## config.mk

```make
export PLATFORM = sky130hd
export DESIGN_NAME = remap_req
export DESIGN_NICKNAME = d
export VERILOG_FILES = /design/src/hw/remap_req_pkg.sv /design/src/hw/crc_fold.sv /design/src/hw/remap_req.sv
export SDC_FILE = /design/constraint.sdc
export NUM_CORES = 2
export LEC_CHECK = 0
export BUFFER_PORTS_ARGS = -buffer_cell sky130_fd_sc_hd__clkbuf_2
export CAP_MARGIN = 15
export CORE_AREA = 5 5 267 269
export CTS_BUF_LIST = sky130_fd_sc_hd__clkbuf_2 sky130_fd_sc_hd__clkbuf_4 sky130_fd_sc_hd__clkbuf_8
export DETAILED_ROUTE_END_ITERATION = 12
export DIE_AREA = 0 0 272 274
export GPL_ROUTABILITY_DRIVEN = 1
export HOLD_SLACK_MARGIN = 0.12
export PLACE_DENSITY = 0.71
export REMOVE_ABC_BUFFERS = 1
export SLEW_MARGIN = 20
export SYNTH_ARGS = -nofsm -noshare
export SYNTH_HDL_FRONTEND = slang
export SYNTH_SLANG_ARGS = --single-unit
export TNS_END_PERCENT = 20
```

## constraint.sdc

```tcl
create_clock -name sys_clk -period 23.1 [get_ports sys_clk]
set_input_delay 2.31 -clock sys_clk [delete_from_list [all_inputs] [get_ports sys_clk]]
set_output_delay 2.31 -clock sys_clk [all_outputs]
set_load 0.05 [all_outputs]
```

## src/hw/remap_req_pkg.sv

```systemverilog
/*
 * constants, encodings and states shared by the dma remap request handler.
 * assumes byte addresses, 4KB pages and dword-granular request lengths.
 */
// Functional notes
// - unscreened platform: unit splits page-crossing request into one request per 4KB page.
// - screened platform: crossing request blocked before remapping, reported as link error only when from link.
// - one-dword read with all byte enables off is classed zero-length.
// - capability clear: zero-length read translated like any read, faults raised.
// - capability clear: zero-length read to page without read permission is blocked.
// - capability set: zero-length read to write-only page completes without fault.
// - zero-length read to memory is issued with all byte enables off.
// - zero-length read to write-only page returns obfuscated completion data.
// - zero-length permissive capability advertised set by default.
// - remapping enabled: peer request address treated as dma virtual address, translated.
// - peer target decode uses only the translated host physical address.
// - peer forwarding may be limited to a region or disallowed.
// - forwarded peer request with crc gets crc recomputed over translated address.
// - unit exposes whether it handles critical isochronous traffic.
// - isochronous requesters may get prefetch and held translations.
// - reserved memory recognition never uses the untranslated address.
// - read blocked by missing read permission reports fault reason 6h.
// - blocked read from link device completes with unsupported request status; a screen-blocked read gets no completion, only link_error when from link.
package remap_req_pkg;
	localparam int          ADDR_W        = 48;
	localparam int          PAGE_SHIFT    = 12;
	localparam int          BYTES_W       = 13;
	localparam logic [12:0] PAGE_BYTES    = 13'h1000;
	localparam logic [3:0]  BE_NONE       = 4'h0;
	localparam logic [10:0] ZLR_LEN_DW    = 11'h001;
	localparam logic [3:0]  FR_NONE       = 4'h0;
	localparam logic [3:0]  FR_WRITE_PERM = 4'h5;
	localparam logic [3:0]  FR_READ_PERM  = 4'h6;
	localparam logic [3:0]  FR_PEER_DENY  = 4'he;
	localparam logic [2:0]  CPL_SC        = 3'h0;
	localparam logic [2:0]  CPL_UR        = 3'h1;
	localparam logic [31:0] OBFUSCATE_PAT = 32'h5a5a_a5a5;
	localparam logic [31:0] CRC_POLY      = 32'h04c1_1db7;
	localparam logic [31:0] CRC_INIT      = 32'hffff_ffff;

	typedef enum logic [2:0] {
		ST_IDLE   = 3'b000,
		ST_LOOKUP = 3'b001,
		ST_ISSUE  = 3'b010,
		ST_DONE   = 3'b011,
		ST_BLOCK  = 3'b100
	} req_state_e;
endpackage : remap_req_pkg
```

## src/hw/crc_fold.sv

```systemverilog
/*
 * combinational crc32 over one wide word, msb first.
 * assumes the caller registers the result; deep xor tree at wide widths.
 */
`timescale 1ns/1ps
module crc_fold
	import remap_req_pkg::*;
#(
	parameter int DATA_W = 80
) (
	input  wire logic [DATA_W-1:0] data,
	output wire logic [31:0]       crc
);
	logic [31:0] stage [0:DATA_W];

	assign stage[0] = CRC_INIT;
	genvar i;
	generate
		for (i = 0; i < DATA_W; i++) begin : g_bit
			wire fb = stage[i][31] ^ data[DATA_W-1-i];
			assign stage[i+1] = {stage[i][30:0], 1'b0} ^ (fb ? CRC_POLY : 32'h0000_0000);
		end
	endgenerate
	assign crc = ~stage[DATA_W];
endmodule : crc_fold

```

## src/hw/remap_req.sv

```systemverilog
/*
 * dma remap request handler: page split, zero-length reads, peer forwarding,
 * reserved-memory tagging and merged completions.
 * assumes an external page walker answering xlat_req with xlat_ack, and a
 * memory/peer sink that accepts issue pulses when its ready is high.
 */
`timescale 1ns/1ps
module remap_req
	import remap_req_pkg::*;
#(
	parameter bit ZLR_PERMISSIVE = 1'b1,
	parameter bit ISOCH_CAPABLE  = 1'b1
) (
	input  wire logic              sys_clk,
	input  wire logic              rst_n,
	input  wire logic              remap_enable,
	input  wire logic              platform_screens,
	input  wire logic              peer_fwd_enable,
	input  wire logic [ADDR_W-1:0] peer_base,
	input  wire logic [ADDR_W-1:0] peer_limit,
	input  wire logic [ADDR_W-1:0] peer_allow_base,
	input  wire logic [ADDR_W-1:0] peer_allow_limit,
	input  wire logic [ADDR_W-1:0] rsvd_base,
	input  wire logic [ADDR_W-1:0] rsvd_limit,
	input  wire logic              req_valid,
	input  wire logic [ADDR_W-1:0] req_addr,
	input  wire logic [10:0]       req_len_dw,
	input  wire logic [3:0]        req_first_be,
	input  wire logic              req_write,
	input  wire logic              req_from_link,
	input  wire logic              req_has_ecrc,
	input  wire logic              req_isoch,
	input  wire logic [31:0]       req_hdr,
	output logic                   req_ready,
	output logic                   xlat_req,
	output logic [ADDR_W-1:0]      xlat_addr,
	output logic                   xlat_isoch,
	input  wire logic              xlat_ack,
	input  wire logic [ADDR_W-1:0] xlat_hpa,
	input  wire logic              xlat_r,
	input  wire logic              xlat_w,
	input  wire logic              xlat_fault,
	input  wire logic [3:0]        xlat_fault_code,
	input  wire logic              sink_ready,
	output logic                   mem_valid,
	output logic                   peer_valid,
	output logic [ADDR_W-1:0]      out_addr,
	output logic [BYTES_W-1:0]     out_bytes,
	output logic                   out_be_off,
	output logic                   out_write,
	output logic                   out_reserved,
	output logic [31:0]            out_ecrc,
	output logic                   link_error,
	output logic                   fault_valid,
	output logic [3:0]             fault_reason,
	output logic [ADDR_W-1:0]      fault_addr,
	output logic                   done_valid,
	output logic [2:0]             cpl_status,
	output logic                   cpl_obfuscate,
	output logic [31:0]            cpl_data,
	output logic                   cap_zlr,
	output logic                   cap_isoch
);
	req_state_e         state_q, state_d;
	logic [ADDR_W-1:0]  cur_q;
	logic [BYTES_W-1:0] remain_q;
	logic               wr_q, zlr_q, link_q, ecrc_q, isoch_q, bad_q, obf_q;
	logic [31:0]        hdr_q;
	logic [ADDR_W-1:0]  hpa_q;
	logic [3:0]         reason_q;

	// request classification
	wire [BYTES_W-1:0] req_bytes  = {req_len_dw[10:0], 2'b00};
	wire               req_zlr    = !req_write && req_len_dw == ZLR_LEN_DW
	                                && req_first_be == BE_NONE;
	wire [ADDR_W-1:0]  req_end    = req_addr + ADDR_W'(req_bytes) - ADDR_W'(1);
	wire               req_cross  = req_addr[ADDR_W-1:PAGE_SHIFT]
	                                != req_end[ADDR_W-1:PAGE_SHIFT];
	wire               screen_hit = req_cross && platform_screens;
	wire               req_take   = state_q == ST_IDLE && req_valid;

	// per-page chunk size for the current sub-request
	wire [BYTES_W-1:0] page_left  = PAGE_BYTES - {1'b0, cur_q[PAGE_SHIFT-1:0]};
	wire [BYTES_W-1:0] chunk      = (remain_q > page_left) ? page_left : remain_q;
	wire               last_chunk = chunk == remain_q;

	// permission outcome, only the walker's view of r/w counts
	wire               r_miss     = !wr_q && !xlat_r;
	wire               w_miss     = wr_q && !xlat_w;
	wire               zlr_wo     = zlr_q && ZLR_PERMISSIVE && xlat_w && !xlat_r;
	wire               perm_bad   = (w_miss || r_miss) && !zlr_wo;
	wire [3:0]         perm_code  = w_miss ? FR_WRITE_PERM : FR_READ_PERM;
	wire               lk_fault   = xlat_fault || perm_bad;
	wire [3:0]         lk_code    = xlat_fault ? xlat_fault_code : perm_code;

	// decode on the translated address only; disabled remap passes through
	wire [ADDR_W-1:0]  eff_hpa    = remap_enable ? xlat_hpa : cur_q;
	wire               is_peer    = hpa_q >= peer_base && hpa_q <= peer_limit;
	wire               peer_ok    = peer_fwd_enable && hpa_q >= peer_allow_base
	                                && hpa_q <= peer_allow_limit;
	wire               is_rsvd    = hpa_q >= rsvd_base && hpa_q <= rsvd_limit;
	wire               sink_go    = state_q == ST_ISSUE && sink_ready;
	wire               peer_deny  = is_peer && !peer_ok;
	wire               lk_done    = state_q == ST_LOOKUP && (xlat_ack || !remap_enable);
	wire [31:0]        new_crc;

	crc_fold #(
		.DATA_W (32 + ADDR_W)
	) u_crc (
		.data (({hdr_q, hpa_q})),
		.crc  (new_crc)
	);

	always_comb begin
		state_d = state_q;
		case (state_q)
			ST_IDLE: begin
				if (req_valid)
					state_d = screen_hit ? ST_BLOCK : ST_LOOKUP;
			end
			ST_LOOKUP: begin
				if (lk_done)
					state_d = (remap_enable && lk_fault) ? ST_DONE : ST_ISSUE;
			end
			ST_ISSUE: begin
				if (peer_deny)
					state_d = ST_DONE;
				else if (sink_ready)
					state_d = last_chunk ? ST_DONE : ST_LOOKUP;
			end
			ST_DONE:  state_d = ST_IDLE;
			ST_BLOCK: state_d = ST_IDLE;
			default:  state_d = ST_IDLE;
		endcase
	end

	always_ff @(posedge sys_clk) begin
		if (!rst_n)
			state_q <= ST_IDLE;
		else
			state_q <= state_d;
	end

	// request context; flags held across all sub-requests, address and remainder advance per page
	always_ff @(posedge sys_clk) begin
		if (!rst_n) begin
			cur_q    <= '0;
			remain_q <= '0;
			{wr_q, zlr_q, link_q, ecrc_q, isoch_q} <= 5'h00;
			hdr_q    <= 32'h0000_0000;
		end else if (req_take) begin
			cur_q    <= req_addr;
			remain_q <= req_bytes;
			{wr_q, zlr_q, link_q, ecrc_q, isoch_q} <=
				{req_write, req_zlr, req_from_link, req_has_ecrc, req_isoch};
			hdr_q    <= req_hdr;
		end else if (sink_go && !peer_deny) begin
			cur_q    <= cur_q + ADDR_W'(chunk);
			remain_q <= remain_q - chunk;
		end
	end

	// lookup result and merged outcome
	always_ff @(posedge sys_clk) begin
		if (!rst_n) begin
			hpa_q    <= '0;
			bad_q    <= 1'b0;
			obf_q    <= 1'b0;
			reason_q <= FR_NONE;
		end else if (req_take) begin
			bad_q    <= screen_hit;
			obf_q    <= 1'b0;
			reason_q <= FR_NONE;
		end else if (lk_done) begin
			hpa_q <= eff_hpa;
			if (remap_enable && lk_fault) begin
				bad_q    <= 1'b1;
				reason_q <= lk_code;
			end
			if (remap_enable && !lk_fault && zlr_wo)
				obf_q <= 1'b1;
		end else if (state_q == ST_ISSUE && peer_deny) begin
			bad_q    <= 1'b1;
			reason_q <= FR_PEER_DENY;
		end
	end

	// walker port; isochronous hint lets the walker keep the entry
	always_ff @(posedge sys_clk) begin
		if (!rst_n) begin
			xlat_req   <= 1'b0;
			xlat_addr  <= '0;
			xlat_isoch <= 1'b0;
		end else begin
			xlat_req   <= remap_enable && state_d == ST_LOOKUP && !lk_done;
			xlat_addr  <= (state_q == ST_IDLE) ? req_addr : cur_q;
			xlat_isoch <= (state_q == ST_IDLE) ? req_isoch : isoch_q;
		end
	end

	// issue toward memory or a peer target, one pulse per page
	always_ff @(posedge sys_clk) begin
		if (!rst_n) begin
			mem_valid    <= 1'b0;
			peer_valid   <= 1'b0;
			out_addr     <= '0;
			out_bytes    <= '0;
			out_be_off   <= 1'b0;
			out_write    <= 1'b0;
			out_reserved <= 1'b0;
			out_ecrc     <= 32'h0000_0000;
		end else begin
			mem_valid  <= sink_go && !is_peer;
			peer_valid <= sink_go && is_peer && peer_ok;
			if (sink_go) begin
				out_addr     <= hpa_q;
				out_bytes    <= chunk;
				out_be_off   <= zlr_q;
				out_write    <= wr_q;
				out_reserved <= is_rsvd && !is_peer;
				out_ecrc     <= (is_peer && ecrc_q) ? new_crc : 32'h0000_0000;
			end
		end
	end

	// single completion per original request not blocked by screening
	always_ff @(posedge sys_clk) begin
		if (!rst_n) begin
			done_valid    <= 1'b0;
			cpl_status    <= CPL_SC;
			cpl_obfuscate <= 1'b0;
			cpl_data      <= 32'h0000_0000;
			fault_valid   <= 1'b0;
			fault_reason  <= FR_NONE;
			fault_addr    <= '0;
			link_error    <= 1'b0;
		end else begin
			done_valid  <= state_q == ST_DONE;
			fault_valid <= state_q == ST_DONE && bad_q;
			link_error  <= state_q == ST_BLOCK && link_q;
			if (state_q == ST_DONE) begin
				cpl_status    <= bad_q ? CPL_UR : CPL_SC;
				cpl_obfuscate <= obf_q && !bad_q;
				cpl_data      <= (obf_q && !bad_q) ? OBFUSCATE_PAT : 32'h0000_0000;
				fault_reason  <= reason_q;
				fault_addr    <= cur_q;
			end
		end
	end

	always_ff @(posedge sys_clk) begin
		if (!rst_n) begin
			req_ready <= 1'b0;
			cap_zlr   <= 1'b0;
			cap_isoch <= 1'b0;
		end else begin
			req_ready <= state_d == ST_IDLE;
			cap_zlr   <= ZLR_PERMISSIVE;
			cap_isoch <= ISOCH_CAPABLE;
		end
	end
endmodule : remap_req

```

== Word level (Yosys, flattened, before mapping) ==
Cells that the tools add are included.

* Flip-flop bits (word level): 396
* Output and inout bits: 242
* Logic and storage cells: 385

* Add/sub/neg operators: 5
* Magnitude comparators: 7
* Eq/ne operators: 10
* Mux-type cells: 109
* Bitwise logic cells: 162
* Reductions and logical operators: 57

{| class="wikitable"
|+ Operators with widths
! kind !! count
|-
| $xor 32x32->32 || 79
|-
| $mux 27 || 80
|-
| $mux 48 || 4
|-
| $ge 48x48->1 || 3
|-
| $le 48x48->1 || 3
|-
| $add 48x13->48 || 2
|-
| $xor 1x1->1 || 79
|-
| $sub 48x1->48 const B || 1
|-
| $mux 13 || 3
|-
| $ne 36x36->1 || 1
|-
| $mux 32 || 1
|-
| $not 32->32 || 1
|-
| $logic_and 1x1->1 || 31
|-
| $mux 31 || 1
|-
| $not 31->31 || 1
|-
| $mux 4 || 4
|-
| $mux 3 || 5
|-
| $eq 13x13->1 || 1
|-
| $gt 13x13->1 || 1
|-
| $sub 13x12->13 const A || 1
|-
| $sub 13x13->13 || 1
|-
| $logic_not 1->1 || 12
|-
| $eq 11x1->1 const B || 1
|-
| $pmux 3 s3 || 1
|-
| 15 further kinds || 33
|}

== Longest topological paths before layout ==
* Depth after elaboration: 241
* Mapped depth: 51
* Mapped depth without buffers: 50

== Modules after synthesis ==
From an unflattened synthesis, not the netlist that was laid out.

* Cells, all modules: 4,128
* Area, all modules: 36,114.6 um^2

{| class="wikitable"
|+ Modules (own cells, without submodules)
! module !! instances !! cells an instance !! area an instance (um^2) !! seq. area each (um^2)
|-
| remap_req || 1 || 3,475 || 26,819.5 || 7,247.0
|-
| crc_fold || 1 || 653 || 9,295.2 || 0.0
|}

== Least setup slack after synthesis ==
Ideal clock, no wire load.

* Path kind: register to register
* Start: register cur_q[1]
* End: register cur_q[46]
* Library setup time: 0.128 ns
* Arrival time: 7.628 ns
* Data required time: 22.972 ns
* Path slack: 15.344 ns
* Cell stages (with the launch flop): 51
* Cells stage by stage: dfxtp_1 inv_1 ha_1 inv_1 ha_1 nor2b_1 o21ai_0 nand2b_1 a21oi_1 nor2b_1 o21ai_0 nand2b_1 a21oi_1 nor2b_1 o21ai_0 nand2b_1 a21oi_1 nor2b_1 [15 not listed] o21bai_1 a21oi_1 o21bai_1 a21oi_1 nor2b_1 nor2_1 nor2_1 and3_1 and3_1 nor2b_1 and3_1 and3_1 and4_1 and3_1 nand3_1 nor3_1 nor3_1 nor2_1

* Word-level cells in the longest chain between the ends: 6

{| class="wikitable"
|+ RTL lines
! item !! RTL line !! source
|-
| from (decl) || remap_req.sv:65 || <nowiki>logic [ADDR_W-1:0] cur_q;</nowiki>
|-
| from (signal assigned) || remap_req.sv:152 || <nowiki>cur_q <= req_addr;</nowiki>
|-
| from (signal assigned) || remap_req.sv:158 || <nowiki>cur_q <= cur_q + ADDR_W'(chunk);</nowiki>
|-
| $sub 13x12->13 (*) || remap_req.sv:83 || <nowiki>wire [BYTES_W-1:0] page_left = PAGE_BYTES - {1'b0, cur_q[PAGE_SHIFT-1:0]};</nowiki>
|-
| $gt 13x13->1 || remap_req.sv:84 || <nowiki>wire [BYTES_W-1:0] chunk = (remain_q > page_left) ? page_left : remain_q;</nowiki>
|-
| $mux 13 (*) || remap_req.sv:84 ||
|-
| via chunk[1] || remap_req.sv:84 ||
|-
| $add 48x13->48 (*) || remap_req.sv:158 ||
|-
| $mux 48 (*) || remap_req.sv:157 || <nowiki>end else if (sink_go && !peer_deny) begin</nowiki>
|-
| $mux 48 (*) || remap_req.sv:151 || <nowiki>end else if (req_take) begin</nowiki>
|}

The timed path passes the listed nets; every way through them passes the cells marked *. The select of a mux whose other input is x is not followed.
A chain may end at the register's enable or synchronous reset.

== Worst setup path after layout ==
Same ends and word-level chain as after synthesis.

==> impl_metrics.json <==
{
  "cts_tree": "built",
  "drc": 0,
  "clk_pin_slew_ns": 0.07,
  "synth-main-ff-cell": "dfxtp_1",
  "hold_slack_ns": 0.4490,
  "yosysTopAreaCellShare_pct": 22.49,
  "cap_viol_max_count": 0,
  "setup_viol": 0,
  "num-nets-final": 5344,
  "rows": 96,
  "antenna_found_initial": 30,
  "max_stage_delay_ns": 0.50,
  "async_reset_ff_share_pct": 0,
  "fill_cells": 6378,
  "via_per_inst": 5.553,
  "port_buffers": 673,
  "grt_overflow": 0,
  "worstMarginPinSlew_ns": 1.162,
  "seq_area_sq_um": 7247,
  "core_sq_um": 68350,
  "die_y_um": 274,
  "hp-class": "flip-flop to flip-flop",
  "start_kind": "flip-flop",
  "synthTopCellsByCount": "473 x xnor2_1, 430 x inv_1, 391 x nand2_1, 383 x ha_1, 362 x dfxtp_1",
  "grt_setup_unrepaired": "false",
  "root_buffer": "clkbuf_8",
  "required_ns": 23.65,
  "dieArea_sq_um": 74530,
  "antenna_left": 0,
  "track_usage_pct": 32.99,
  "gp_congestion": 0.9586,
  "drv_slew": 0,
  "cp_common_cell": "a21oi_1",
  "status": "finished clean",
  "grt_pass1_wl_um": 187100,
  "synth-edff-count": 0,
  "grt_pass1_vias": 29808,
  "drt-pass1-iter-count": 6,
  "syn-instance-count": 3882,
  "multi_input_area_sq_um": 22630,
  "wirelength_um": 128600,
  "finalHoldViolations": 0,
  "ys_top_cells_by_area": "dfxtp_1 22%, ha_1 15%, xnor2_1 13%, a21oi_1 5.1%, inv_1 5.0%",
  "initial_core_util_pct": 47.16,
  "max_freq_mhz": 112.9,
  "finalCriticalPeriod_ns": 8.854,
  "ys_ff_latch": 362,
  "synth_area_per_cell_sq_um": 8.302,
  "endpoint_kind": "flip-flop",
  "crit_fanout": 12,
  "post_cts_buffers": 0,
  "place_hpwl_um": 102600,
  "timing.final.crit_share_pct": 38.33,
  "syn2layout_area_growth_pct": 17.59,
  "crit_type": "flip-flop to flip-flop",
  "seq_area_frac_synth_pct": 22.49,
  "first_iter_violations": 2570,
  "grt_max_degree": 116,
  "netlist-cell-type-count": 72,
  "die_w_um": 272,
  "h-tree-depth": 3,
  "cts_resized": 0,
  "clk_latency_ns": 0.70,
  "setup_tns_ns": 0,
  "yosys_warnings": 0,
  "slew_headroom_pct": 21.80,
  "clock_skew_ns": 0.06780,
  "cts_hold_buf": 0,
  "syn_area_sq_um": 32230,
  "drive_above_1_share_pct": 20.96,
  "synth.most_common_cell": "xnor2_1",
  "via_count": 30333,
  "synth_largest_area_cell": "dfxtp_1",
  "wl_per_cell_um": 23.55,
  "crit_arrival_ns": 9.40,
  "io_pins": 692,
  "cts_buffers": 70,
  "ctsLongestPathBuffers": 3,
  "cp_slowest_cell": "dfxtp_1",
  "clock-sinks": 362
}
stage by stage:
| stage | utilization [%] | cell area [sq um] | cells | setup slack, ns |
|---|---|---|---|---|
| 2_1_floorplan | - | 31420 | 3713 | 14.73 |
| 3_3_place_gp | 53.20 | 36360 | 5319 | 14.47 |
| 3_5_place_dp | 53.20 | 36360 | 5319 | 14.29 |
| 4_1_cts | 55.37 | 37850 | 5442 | 14.24 |
| 5_1_grt | 55.41 | 37870 | 5452 | 13.40 |
| 6_report | 55.45 | 37900 | 5462 | 14.25 |
layout by cell type, fill, tap and decap left out, types with 11 or more instances in the layout:
cell type / netlist / final
nor2_1: 152 / 151
nor3_1: 36 / 35
dfxtp_1: 362 / 362
a21oi_1: 330 / 329
xnor2_1: 473 / 473
o21bai_1: 12 / 12
diode_2: 0 / 20
buf_4: 43 / 52
a22o_1: 53 / 53
ha_1: 383 / 383
conb_1: 1 / 18
xor2_2: 17 / 17
o211ai_1: 25 / 25
xnor3_1: 26 / 26
nor4_1: 16 / 16
nand2b_1: 41 / 41
clkbuf_8: 0 / 83
nand2_1: 391 / 389
inv_1: 430 / 430
mux2i_1: 44 / 44
clkbuf_4: 0 / 20
a32oi_1: 14 / 14
a211oi_1: 60 / 60
o21ai_0: 148 / 148
xor2_1: 152 / 152
a21o_1: 118 / 118
a31oi_1: 12 / 12
a22oi_1: 31 / 31
clkbuf_2: 0 / 672
nor2b_1: 42 / 42
or3_1: 12 / 11
xnor2_2: 50 / 50
nand4_1: 66 / 66
and3_1: 20 / 19
nand3_1: 36 / 36
o21a_1: 16 / 16
cell families after synthesis:
| group | count (synthesis) | synth area share, % |
|---|---|---|
| AO/OA/AOI/OAI | 878 | 17.09 |
| multiplexers | 45 | 1.401 |
| buffers and inverters | 617 | 7.714 |
| other | 1 | 0.01164 |
| adder cells (fa/ha/maj) | 385 | 14.99 |
| AND/OR/NAND/NOR | 852 | 12.18 |
| flip-flops | 362 | 22.49 |
| XOR/XNOR | 742 | 24.12 |
sequential cells by signal, summed over array words and instances, names as in the netlist, 3 cells and up:
name and flops:
state_q 3, fault_reason 4, xlat_addr 48, cur_q 48
fault_addr 48, out_ecrc 32, remain_q 13, reason_q 4
out_addr 48, hdr_q 32, hpa_q 48, out_bytes 13
worst paths after layout:
check                      startpoint                        to  slack (ns)  cells after the start
max             cur_q[1]$_SDFFE_PN0P_    cur_q[46]$_SDFFE_PN0P_       14.25                     50
min          out_ecrc[4]$_SDFFE_PN0P_  out_ecrc[4]$_SDFFE_PN0P_        0.45                      2
max reg2reg     cur_q[1]$_SDFFE_PN0P_    cur_q[46]$_SDFFE_PN0P_       14.25                     50
min reg2reg  out_ecrc[4]$_SDFFE_PN0P_  out_ecrc[4]$_SDFFE_PN0P_        0.45                      2
cell type report:
type | instances | share of cell area (%)
Sequential cell | 362 | 19.12
Inverter | 431 | 4.289
Multi-Input combinational cell | 2920 | 59.71
Clock buffer | 103 | 3.411
Clock inverter | 20 | 0.5184
Timing Repair Buffer | 724 | 9.905
Tap cell | 882 | 2.912
Antenna cell | 20 | 0.1321
layer usage:
metal	wire (um)	vias up	global-route usage (%)
met3	12070	345	8.864
met2	60270	1404	55.79
met4	6478	12	15.14
met1	49740	14177	39.21
met5	84	-	0
li1	-	14395	-
worst max-delay path, delay by kind of cell, from the launching register on:
family	cells	cell delay [ns]
and+or+nand+nor	25	3.34
AOI/OAI and AO/OA	17	2.89
adders and majority gates	3	1.05
buffers and inverters	4	0.53
DFF	1	0.50
muxes	1	0.36
Power is left out: the tool's default activity adds up to more than one toggle a clock period on the data nets, which glitch-free logic cannot reach.
